## src/rtl/mdiv_pkg.sv

```systemverilog
// Constants and types shared by the arithmetic co-processor.
package mdiv_pkg;

    // Register addresses on the special function register port.
    localparam logic [7:0] ADDR_BYTE0 = 8'he9;
    localparam logic [7:0] ADDR_BYTE1 = 8'hea;
    localparam logic [7:0] ADDR_BYTE2 = 8'heb;
    localparam logic [7:0] ADDR_BYTE3 = 8'hec;
    localparam logic [7:0] ADDR_BYTE4 = 8'hed;
    localparam logic [7:0] ADDR_BYTE5 = 8'hee;
    localparam logic [7:0] ADDR_CTRL = 8'hef;

    // Index codes produced by the address decoder.
    localparam logic [2:0] IDX_CTRL = 3'h6;
    localparam logic [2:0] IDX_NONE = 3'h7;

    // Control and status register layout and reset value.
    localparam int CTRL_ERR_BIT = 7;
    localparam int CTRL_OVF_BIT = 6;
    localparam int CTRL_DIR_BIT = 5;
    localparam int CTRL_CNT_MSB = 4;
    localparam logic [7:0] CTRL_RESET = 8'h00;
    localparam logic [7:0] BYTE_RESET = 8'h00;

    // Execution times in clock cycles.
    localparam logic [5:0] CYC_DIV32 = 6'h11;
    localparam logic [5:0] CYC_DIV16 = 6'h09;
    localparam logic [5:0] CYC_MUL = 6'h0b;
    localparam logic [5:0] CYC_SHIFT_BASE = 6'h02;
    localparam logic [5:0] CYC_NORM_BASE = 6'h03;

    // Largest product that does not raise the overflow flag.
    localparam logic [31:0] MUL_OVF_LIMIT = 32'h0000ffff;

    // Operation selected by the write order or by a control write.
    typedef enum logic [2:0] {
        OP_NONE = 3'h0,
        OP_DIV32 = 3'h1,
        OP_DIV16 = 3'h2,
        OP_MUL = 3'h3,
        OP_SHIFT = 3'h4,
        OP_NORM = 3'h5
    } mdiv_op_t;

    // Phases of one calculation, Gray coded along the usual path.
    typedef enum logic [1:0] {
        PH_IDLE = 2'b00,
        PH_LOAD = 2'b01,
        PH_EXEC = 2'b11,
        PH_READ = 2'b10
    } mdiv_phase_t;

endpackage

```

## src/rtl/mdiv_core.sv

```systemverilog
// Multiply, divide, shift and normalize co-processor behind SFR registers.
`timescale 1ns/1ps

// Notes on behaviour
// - All operands and results are unsigned.
// - Byte 5 (once an operation is selected) or control write launches calculation.
// - Byte 2 or 3 written selects 32/16 division.
// - Byte 4 selects 16/16 division, byte 1 multiply.
// - Division and multiply take 17, 9, 11 cycles.
// - Shift takes 3 to 18 cycles.
// - Normalize takes 3 to 19 cycles.
// - Results read any order; final read ends.
// - Quotient low bytes, remainder bytes 4 and 5.
// - Zero shift count selects normalize, else shift.
// - Normalize shifts left, stores shift count.
// - Direction bit picks left or right, zero fill.
// - Byte 0 write arms, final read disarms.
// - Write during execution sets error; aborts unless it launches.
// - Armed byte read during execution sets error only.
// - Error flag read-only, cleared by control read.
// - Overflow on zero divisor, big product, normalized.
// - Other operations clear overflow; writes ignored.
module mdiv_core (
    // Clock and reset.
    input wire logic core_clk_in,
    input wire logic arst_n_in,
    // Special function register port.
    input wire logic [7:0] sfr_addr_in,
    input wire logic sfr_wr_in,
    input wire logic [7:0] sfr_wdata_in,
    input wire logic sfr_rd_in,
    output logic [7:0] sfr_rdata_out,
    output logic sfr_hit_out,
    // Status.
    output logic busy_out
);
    import mdiv_pkg::*;

    // Operand and result bytes, control fields and flags.
    logic [7:0] byte_ff [6];
    logic dir_right_ff;
    logic [4:0] shift_count_ff;
    logic err_ff;
    logic ovf_ff;
    logic armed_ff;
    logic [7:0] rdata_ff;
    mdiv_op_t op_sel_ff;
    mdiv_op_t cur_op_ff;
    mdiv_phase_t phase_ff;
    mdiv_phase_t nxt_phase;

    // Decoded accesses.
    logic [2:0] idx;
    logic wr_byte;
    logic wr_ctrl;
    logic rd_byte;
    logic rd_ctrl;
    logic launch;
    logic abort;
    logic final_rd;
    mdiv_op_t launch_op;
    mdiv_op_t timer_op;

    // Timer and datapath connections.
    logic busy;
    logic done;
    logic [31:0] value;
    logic [15:0] divisor;
    logic [31:0] result;
    logic [15:0] remainder;
    logic res_ovf;
    logic [4:0] norm_cnt;

    // Map an address onto a byte index, the control index or no hit.
    function automatic logic [2:0] sfr_index(input logic [7:0] addr);
        case (addr)
            ADDR_BYTE0: return 3'h0;
            ADDR_BYTE1: return 3'h1;
            ADDR_BYTE2: return 3'h2;
            ADDR_BYTE3: return 3'h3;
            ADDR_BYTE4: return 3'h4;
            ADDR_BYTE5: return 3'h5;
            ADDR_CTRL: return IDX_CTRL;
            default: return IDX_NONE;
        endcase
    endfunction

    // Division operations end on the remainder high byte.
    function automatic logic is_div(input mdiv_op_t op);
        return (op == OP_DIV32) || (op == OP_DIV16);
    endfunction

    // Address decode and strobes.
    assign idx = sfr_index(sfr_addr_in);
    assign sfr_hit_out = (idx != IDX_NONE);
    assign wr_byte = sfr_wr_in && (idx < IDX_CTRL);
    assign wr_ctrl = sfr_wr_in && (idx == IDX_CTRL);
    assign rd_byte = sfr_rd_in && (idx < IDX_CTRL);
    assign rd_ctrl = sfr_rd_in && (idx == IDX_CTRL);

    // The 32-bit working value and the 16-bit second operand.
    assign value = {byte_ff[3], byte_ff[2], byte_ff[1], byte_ff[0]};
    assign divisor = {byte_ff[5], byte_ff[4]};

    // A control write launches shift or normalize from the new count.
    always_comb begin
        if (wr_ctrl) begin
            if (sfr_wdata_in[CTRL_CNT_MSB:0] == 5'h00) begin
                launch_op = OP_NORM;
            end else begin
                launch_op = OP_SHIFT;
            end
        end else begin
            launch_op = op_sel_ff;
        end
    end

    // Byte 5 launches only once the write order picked an operation.
    assign launch = wr_ctrl || (wr_byte && (idx == 3'h5) && (op_sel_ff != OP_NONE));

    // Any other write during execution interrupts the running operation.
    assign abort = busy && sfr_wr_in && sfr_hit_out && !launch;

    // The final result read depends on the kind of calculation.
    assign final_rd = rd_byte && !busy && (phase_ff == PH_READ) &&
                      (is_div(cur_op_ff) ? (idx == 3'h5) : (idx == 3'h3));

    // The timer is loaded with the operation being launched, otherwise it gets the running one.
    assign timer_op = launch ? launch_op : cur_op_ff;

    // Cycle timing of the running operation.
    mdiv_op_timer u_timer (
        .core_clk_in(core_clk_in),
        .arst_n_in(arst_n_in),
        .start_in(launch),
        .abort_in(abort),
        .op_in(timer_op),
        .shift_count_in(sfr_wdata_in[CTRL_CNT_MSB:0]),
        .norm_cnt_in(norm_cnt),
        .busy_out(busy),
        .done_out(done)
    );

    // Result arithmetic, sampled on completion.
    mdiv_arith u_arith (
        .op_in(cur_op_ff),
        .value_in(value),
        .divisor_in(divisor),
        .shift_count_in(shift_count_ff),
        .dir_right_in(dir_right_ff),
        .result_out(result),
        .remainder_out(remainder),
        .ovf_out(res_ovf),
        .norm_cnt_out(norm_cnt)
    );

    // Next calculation phase.
    always_comb begin
        nxt_phase = phase_ff;
        case (phase_ff)
            PH_IDLE: begin
                if (launch) begin
                    nxt_phase = PH_EXEC;
                end else if (wr_byte && (idx == 3'h0)) begin
                    nxt_phase = PH_LOAD;
                end
            end
            PH_LOAD: begin
                if (launch) begin
                    nxt_phase = PH_EXEC;
                end
            end
            PH_EXEC: begin
                if (launch) begin
                    nxt_phase = PH_EXEC;
                end else if (abort) begin
                    nxt_phase = PH_LOAD;
                end else if (done) begin
                    nxt_phase = PH_READ;
                end
            end
            PH_READ: begin
                if (launch) begin
                    nxt_phase = PH_EXEC;
                end else if (wr_byte && (idx == 3'h0)) begin
                    nxt_phase = PH_LOAD;
                end else if (final_rd) begin
                    nxt_phase = PH_IDLE;
                end
            end
            default: begin
                nxt_phase = PH_IDLE;
            end
        endcase
    end

    // Phase register.
    always_ff @(posedge core_clk_in or negedge arst_n_in) begin
        if (!arst_n_in) begin
            phase_ff <= PH_IDLE;
        end else begin
            phase_ff <= nxt_phase;
        end
    end

    // Error detection is armed by byte 0 and disarmed by the final read.
    always_ff @(posedge core_clk_in or negedge arst_n_in) begin
        if (!arst_n_in) begin
            armed_ff <= 1'b0;
        end else if (wr_byte && (idx == 3'h0)) begin
            armed_ff <= 1'b1;
        end else if (final_rd) begin
            armed_ff <= 1'b0;
        end
    end

    // Track the write order that selects the next operation.
    always_ff @(posedge core_clk_in or negedge arst_n_in) begin
        if (!arst_n_in) begin
            op_sel_ff <= OP_NONE;
        end else if (launch) begin
            op_sel_ff <= OP_NONE;
        end else if (wr_byte) begin
            case (idx)
                3'h0: begin
                    op_sel_ff <= OP_NONE;
                end
                3'h1: begin
                    if (op_sel_ff != OP_DIV32) begin
                        op_sel_ff <= OP_MUL;
                    end
                end
                3'h2, 3'h3: begin
                    op_sel_ff <= OP_DIV32;
                end
                3'h4: begin
                    if (op_sel_ff != OP_DIV32) begin
                        op_sel_ff <= OP_DIV16;
                    end
                end
                default: begin
                    op_sel_ff <= op_sel_ff;
                end
            endcase
        end
    end

    // Remember the operation that was launched last.
    always_ff @(posedge core_clk_in or negedge arst_n_in) begin
        if (!arst_n_in) begin
            cur_op_ff <= OP_NONE;
        end else if (launch) begin
            cur_op_ff <= launch_op;
        end
    end

    // Error flag: a set in the same cycle as the clearing read wins.
    always_ff @(posedge core_clk_in or negedge arst_n_in) begin
        if (!arst_n_in) begin
            err_ff <= 1'b0;
        end else if (busy && sfr_wr_in && sfr_hit_out) begin
            err_ff <= 1'b1;
        end else if (busy && rd_byte && armed_ff) begin
            err_ff <= 1'b1;
        end else if (rd_ctrl) begin
            err_ff <= 1'b0;
        end
    end

    // Overflow flag follows each completed operation and ignores writes.
    always_ff @(posedge core_clk_in or negedge arst_n_in) begin
        if (!arst_n_in) begin
            ovf_ff <= 1'b0;
        end else if (done) begin
            ovf_ff <= res_ovf;
        end
    end

    // Direction and shift count; normalize reports its shift count.
    always_ff @(posedge core_clk_in or negedge arst_n_in) begin
        if (!arst_n_in) begin
            dir_right_ff <= CTRL_RESET[CTRL_DIR_BIT];
            shift_count_ff <= CTRL_RESET[CTRL_CNT_MSB:0];
        end else if (wr_ctrl) begin
            dir_right_ff <= sfr_wdata_in[CTRL_DIR_BIT];
            shift_count_ff <= sfr_wdata_in[CTRL_CNT_MSB:0];
        end else if (done && (cur_op_ff == OP_NORM)) begin
            shift_count_ff <= norm_cnt;
        end
    end

    // Operand storage; completion overwrites operands with results unless a division overflows.
    always_ff @(posedge core_clk_in or negedge arst_n_in) begin
        if (!arst_n_in) begin
            for (int i = 0; i < 6; i++) begin
                byte_ff[i] <= BYTE_RESET;
            end
        end else if (wr_byte) begin
            byte_ff[idx] <= sfr_wdata_in;
        end else if (done) begin
            case (cur_op_ff)
                OP_DIV32, OP_DIV16: begin
                    if (!res_ovf) begin
                        for (int i = 0; i < 4; i++) begin
                            byte_ff[i] <= result[8*i +: 8];
                        end
                        byte_ff[4] <= remainder[7:0];
                        byte_ff[5] <= remainder[15:8];
                    end
                end
                OP_MUL, OP_SHIFT, OP_NORM: begin
                    for (int i = 0; i < 4; i++) begin
                        byte_ff[i] <= result[8*i +: 8];
                    end
                end
                default: begin
                    byte_ff[0] <= byte_ff[0];
                end
            endcase
        end
    end

    // Read data is registered one cycle after the read strobe.
    always_ff @(posedge core_clk_in or negedge arst_n_in) begin
        if (!arst_n_in) begin
            rdata_ff <= 8'h00;
        end else if (rd_ctrl) begin
            rdata_ff <= {err_ff, ovf_ff, dir_right_ff, shift_count_ff};
        end else if (rd_byte) begin
            rdata_ff <= byte_ff[idx];
        end else if (sfr_rd_in) begin
            rdata_ff <= 8'h00;
        end
    end

    assign sfr_rdata_out = rdata_ff;
    assign busy_out = busy;
endmodule

```

## src/rtl/mdiv_arith.sv

```systemverilog
// Combinational result, remainder and overflow for each operation.
`timescale 1ns/1ps
module mdiv_arith (
    // Operation and operands.
    input wire mdiv_pkg::mdiv_op_t op_in,
    input wire logic [31:0] value_in,
    input wire logic [15:0] divisor_in,
    input wire logic [4:0] shift_count_in,
    input wire logic dir_right_in,
    // Results.
    output logic [31:0] result_out,
    output logic [15:0] remainder_out,
    output logic ovf_out,
    output logic [4:0] norm_cnt_out
);
    import mdiv_pkg::*;

    // Leading zeros of the value, capped at the widest shift count.
    function automatic logic [4:0] lead_zeros(input logic [31:0] v);
        logic [4:0] n;
        n = 5'h1f;
        for (int i = 0; i < 32; i++) begin
            if (v[i]) begin
                n = 5'(31 - i);
            end
        end
        return n;
    endfunction

    // Count of left shifts that normalize the value.
    assign norm_cnt_out = lead_zeros(value_in);

    // All operands and results are treated as unsigned.
    always_comb begin
        result_out = value_in;
        remainder_out = divisor_in;
        ovf_out = 1'b0;
        case (op_in)
            OP_DIV32: begin
                if (divisor_in == 16'h0000) begin
                    ovf_out = 1'b1;
                end else begin
                    result_out = value_in / {16'h0000, divisor_in};
                    remainder_out = 16'(value_in % {16'h0000, divisor_in});
                end
            end
            OP_DIV16: begin
                if (divisor_in == 16'h0000) begin
                    ovf_out = 1'b1;
                end else begin
                    result_out = {16'h0000, value_in[15:0] / divisor_in};
                    remainder_out = value_in[15:0] % divisor_in;
                end
            end
            OP_MUL: begin
                result_out = {16'h0000, value_in[15:0]} * {16'h0000, divisor_in};
                ovf_out = (result_out > MUL_OVF_LIMIT);
            end
            OP_SHIFT: begin
                // Zeros enter at the vacated end.
                result_out = dir_right_in ? (value_in >> shift_count_in)
                                          : (value_in << shift_count_in);
            end
            OP_NORM: begin
                ovf_out = value_in[31];
                result_out = value_in << norm_cnt_out;
            end
            default: begin
                result_out = value_in;
            end
        endcase
    end
endmodule

```

## src/rtl/mdiv_op_timer.sv

```systemverilog
// Cycle counter that times one operation from launch to completion.
`timescale 1ns/1ps
module mdiv_op_timer (
    // Clock and reset.
    input wire logic core_clk_in,
    input wire logic arst_n_in,
    // Launch and abort.
    input wire logic start_in,
    input wire logic abort_in,
    input wire mdiv_pkg::mdiv_op_t op_in,
    input wire logic [4:0] shift_count_in,
    input wire logic [4:0] norm_cnt_in,
    // Status.
    output logic busy_out,
    output logic done_out
);
    import mdiv_pkg::*;

    logic [5:0] cnt_ff;

    // Two bit positions are moved per cycle, so half the count rounded up.
    function automatic logic [5:0] half_up(input logic [4:0] n);
        return {2'b00, n[4:1]} + {5'h00, n[0]};
    endfunction

    // Length of each operation in cycles.
    function automatic logic [5:0] op_cycles(input mdiv_op_t op, input logic [4:0] sh,
                                             input logic [4:0] nc);
        case (op)
            OP_DIV32: return CYC_DIV32;
            OP_DIV16: return CYC_DIV16;
            OP_MUL: return CYC_MUL;
            OP_SHIFT: return CYC_SHIFT_BASE + half_up(sh);
            OP_NORM: return CYC_NORM_BASE + half_up(nc);
            default: return 6'h01;
        endcase
    endfunction

    // Load on launch, drop on abort, otherwise count down to zero.
    always_ff @(posedge core_clk_in or negedge arst_n_in) begin
        if (!arst_n_in) begin
            cnt_ff <= 6'h00;
        end else if (start_in) begin
            cnt_ff <= op_cycles(op_in, shift_count_in, norm_cnt_in);
        end else if (abort_in) begin
            cnt_ff <= 6'h00;
        end else if (cnt_ff != 6'h00) begin
            cnt_ff <= cnt_ff - 6'h01;
        end
    end

    assign busy_out = (cnt_ff != 6'h00);
    assign done_out = (cnt_ff == 6'h01) && !abort_in && !start_in;
endmodule

```

## config.mk

```make
export PLATFORM = sky130hd
export DESIGN_NAME = mdiv_core
export DESIGN_NICKNAME = d
export VERILOG_FILES = /design/src/rtl/mdiv_pkg.sv /design/src/rtl/mdiv_core.sv /design/src/rtl/mdiv_arith.sv /design/src/rtl/mdiv_op_timer.sv
export SDC_FILE = /design/constraint.sdc
export NUM_CORES = 2
export LEC_CHECK = 0
export ABC_AREA = 1
export BUFFER_PORTS_ARGS = -buffer_cell sky130_fd_sc_hd__buf_2
export CORE_MARGIN = 2
export CORE_UTILIZATION = 40
export CTS_CLUSTER_DIAMETER = 50
export DETAILED_ROUTE_END_ITERATION = 8
export HOLD_SLACK_MARGIN = 0.1
export SYNTH_ARGS = -nofsm -noshare
export SYNTH_HDL_FRONTEND = slang
export SYNTH_SLANG_ARGS = --single-unit
```

## constraint.sdc

```tcl
create_clock -name core_clk_in -period 117 [get_ports core_clk_in]
set_input_delay 35.1 -clock core_clk_in [delete_from_list [all_inputs] [get_ports core_clk_in]]
set_output_delay 35.1 -clock core_clk_in [all_outputs]
set_load 0.005 [all_outputs]
```

==> impl_results.md <==
* Top cells by area, synth: ha_1, nand2_1, inv_1
* Yosys reg bits at 78
* Post-synthesis cell count at 11610
* GR met3 Demand/Resource at 3.61%
* Finished Core Util at 41.7%
* Number of core rows at 153
* I/O Pins at 30
* Peak Freq at 10.1 MHz
* Async SR Flop Fraction at 100%
* Number of enable flip-flop cells after synthesis at 0
* Initial core utilization at 40.3%
* Die area at 179000 µm²
* Die height at 423 µm
* Clk slew on worst S/H paths at 0.07 ns
* Unrepaired setup endpoints after global routing: false
* Crit-path max cell delay at 0.88 ns
* Hold Violations, Final at 0
* Post-CTS Hold Fix Bufs at 0
* CP endpoint: byte_ff[40]$_DFFE_PN0P_
* Cell taking the most area after synthesis: ha_1
* Maxcap violations at 0
* Max Clock Skew at 0.0254 ns
* Multi-input logic area at 59600 µm²
* Slew @ Worst Pin at 1.24 ns
* Pin count of the biggest net entering global routing at 70
* Startpoint Class: flop
* R2R cell count at 616
* First-pass GRT wire length at 387000 µm
* GRT Resource Usage Total at 26.7%
* Drt pass-1 iters at 7
* Area share of the largest cell type after synthesis at 18.4%
* Share of cells above drive strength 1 at 7.19%
* Status: completed
* Synth-to-layout area growth at 3.54%
* CP Launch Point: byte_ff[41]$_DFFE_PN0P_
* Final worst-path cycle share at 84.6%
* Via count of the first global-routing pass at 69776
* Critical path type: reg -> reg
* Antenna viol nets, final at 0
* Synthesized area at 70200 µm²
* First DRT Iteration DRCs at 5602
* Setup violators final at 0
* Via/cell ratio at 5.45
* Placer Congestion at 1.03
* Horiz. Die Dim at 423 µm
* FF-to-FF setup slack at 17.97 ns
* Worst path slowest cell: nor2_1
* Port Buf Inserts at 29
* Yosys cell types at 93
* Avg WL per Cell at 18.0 µm
* Mean Syn Cell Area at 6.05 µm²
* Tightest Hold Check Type: reg -> reg
* Via count at 74782
* CTS Sinks at 78
* Clock root buffer master: clkbuf_16
* Sequential cell area at 1950 µm²
* Grt met1 use at 35.4%
* Dpl ws at 19.22 ns
* FF-to-FF Start: byte_ff[41]$_DFFE_PN0P_
* Post-CTS resize count at 0
* Sequential area share after synthesis at 2.78%
* Remaining DRCs at 0
* Worst skew pair latency at 0.42 ns
* GR peak layer: met2
* Slew Limit Fails at 0
* Syn nets at 12858
* CP required at 117.28 ns
* Met2 usage at 44.4%
* Post-CTS setup buffer count at 0
* Core Area at 174000 µm²
* Arr. time, crit path at 99.31 ns
* Fin worst setup slack at 17.97 ns
* Max Fanout on Critical Path at 29
* Nets@finish at 12640
* GR Overflow Total at 0
* CP endpoint kind: flop
* FILL cells at 18673
* Slew margin rel. at 16.8%
* Tmin final at 99.03 ns
* DRT Wirelength at 247000 µm
* CTS tree: done
* Reg2Reg Capture Point: byte_ff[40]$_DFFE_PN0P_
* H-tree levels at 3
* Cts bufs inserted at 9
* Yosys warns at 0
* Max Buffers Root-to-Sink at 2
* DPL Wire Length at 198000 µm
* Top FF cell, synth: dfrtp_1
* Initial antenna violation count at 8
* Fin Setup TNS at 0 ns
* Most used cell, CP: nand2_1
-- registers in the layout (all words and copies together), names as in the netlist --
signal	flops
byte_ff	48
sfr_rdata_out	8
u_timer.cnt_ff	6
shift_count_ff	5
cur_op_ff	3
op_sel_ff	2
phase_ff	2
armed_ff	1
dir_right_ff	1
err_ff	1
ovf_ff	1
-- area by class of cell --
class                   count  share of cell area (%)
clock buffers               9                   0.310
clock inverters             7                  0.0843
well taps                2325                    4.00
diodes                      2                 0.00689
repair buffers            153                    1.48
inverters                1805                    9.41
flip-flops and latches     78                    2.69
multi-input cells        9345                    82.0
-- synth_stat cells (all sizes together), types with 17 or more instances --
library cell	count
a211oi	19
a21o	87
a21oi	773
a221oi	17
a22oi	32
a31oi	30
and2	19
buf	99
clkbuf	282
clkinv	41
dfrtp	78
fa	195
ha	1033
inv	1764
mux2i	17
nand2	3183
nand3	675
nand3b	36
nand4	161
nor2	706
nor3	94
nor4	21
o2111ai	22
o211ai	60
o21a	20
o21ai	1034
o21bai	85
o221ai	59
o22ai	21
o31ai	56
or2	119
xnor2	261
xor2	455
-- per-stage QoR --
step	std cells	hold WS, ns	area, µm²
after detailed placement	13706	0.493	72400
after floorplan	11610	0.483	70200
after global placement	13706	0.496	72400
after global routing	13722	0.538	72700
after CTS	13722	0.512	72700
final	13724	0.511	72700
-- critical path: cells and delay by family, from the launching register on --
family	cells	cell delay (ns)
AO/OA/AOI/OAI	215	42.06
XOR/XNOR	1	0.14
adder cells (fa/ha/maj)	31	10.31
buffers and inverters	133	15.97
flip-flops	1	0.36
AND/OR/NAND/NOR	236	29.74
-- kinds of logic after synthesis --
logic type | count (synthesis) | synth area share [%]
adder cells (fa/ha/maj) | 1228 | 24.0
AND/OR/NAND/NOR | 5026 | 32.5
multiplexers | 18 | 0.258
XOR/XNOR | 716 | 8.93
AO/OA/AOI/OAI | 2357 | 19.2
flip-flops | 78 | 2.78
buffers and inverters | 2187 | 12.3
-- cells in the final DEF (no fill, tap or decap), types with 195 or more instances in the layout --
master / synthesis / layout
nand2_1: 3017 / 3017
inv_1: 1708 / 1693
ha_1: 1033 / 1033
o21ai_0: 943 / 942
a21oi_1: 747 / 746
nor2_1: 612 / 610
nand3_1: 549 / 549
xor2_1: 455 / 455
xnor2_1: 261 / 261
fa_1: 195 / 195
-- metal layers --
| layer | share of wire [%] | wire length [µm] | vias up |
|---|---|---|---|
| met2 | 45 | 111000 | 2165 |
| met5 | 0.017 | 41 | - |
| met3 | 6.5 | 16000 | 478 |
| met4 | 4.0 | 9760 | 6 |
| li1 | - | - | 37573 |
| met1 | 45 | 110000 | 34560 |
-- worst min path at each step --
stage,start,endpoint,slack (ns),depth (start not counted)
detailed placement,sfr_rdata_out[7]$_DFFE_PN0P_,sfr_rdata_out[7]$_DFFE_PN0P_,0.49,2
floorplan,sfr_rdata_out[0]$_DFFE_PN0P_,sfr_rdata_out[0]$_DFFE_PN0P_,0.48,2
finish,sfr_rdata_out[7]$_DFFE_PN0P_,sfr_rdata_out[7]$_DFFE_PN0P_,0.51,2
global placement,sfr_rdata_out[7]$_DFFE_PN0P_,sfr_rdata_out[7]$_DFFE_PN0P_,0.50,2
global route,sfr_rdata_out[0]$_DFFE_PN0P_,sfr_rdata_out[0]$_DFFE_PN0P_,0.54,2
CTS,sfr_rdata_out[7]$_DFFE_PN0P_,sfr_rdata_out[7]$_DFFE_PN0P_,0.51,2
Power is not shown: default switching activity piles up to over one toggle a cycle in this logic, so the estimate is an artifact.
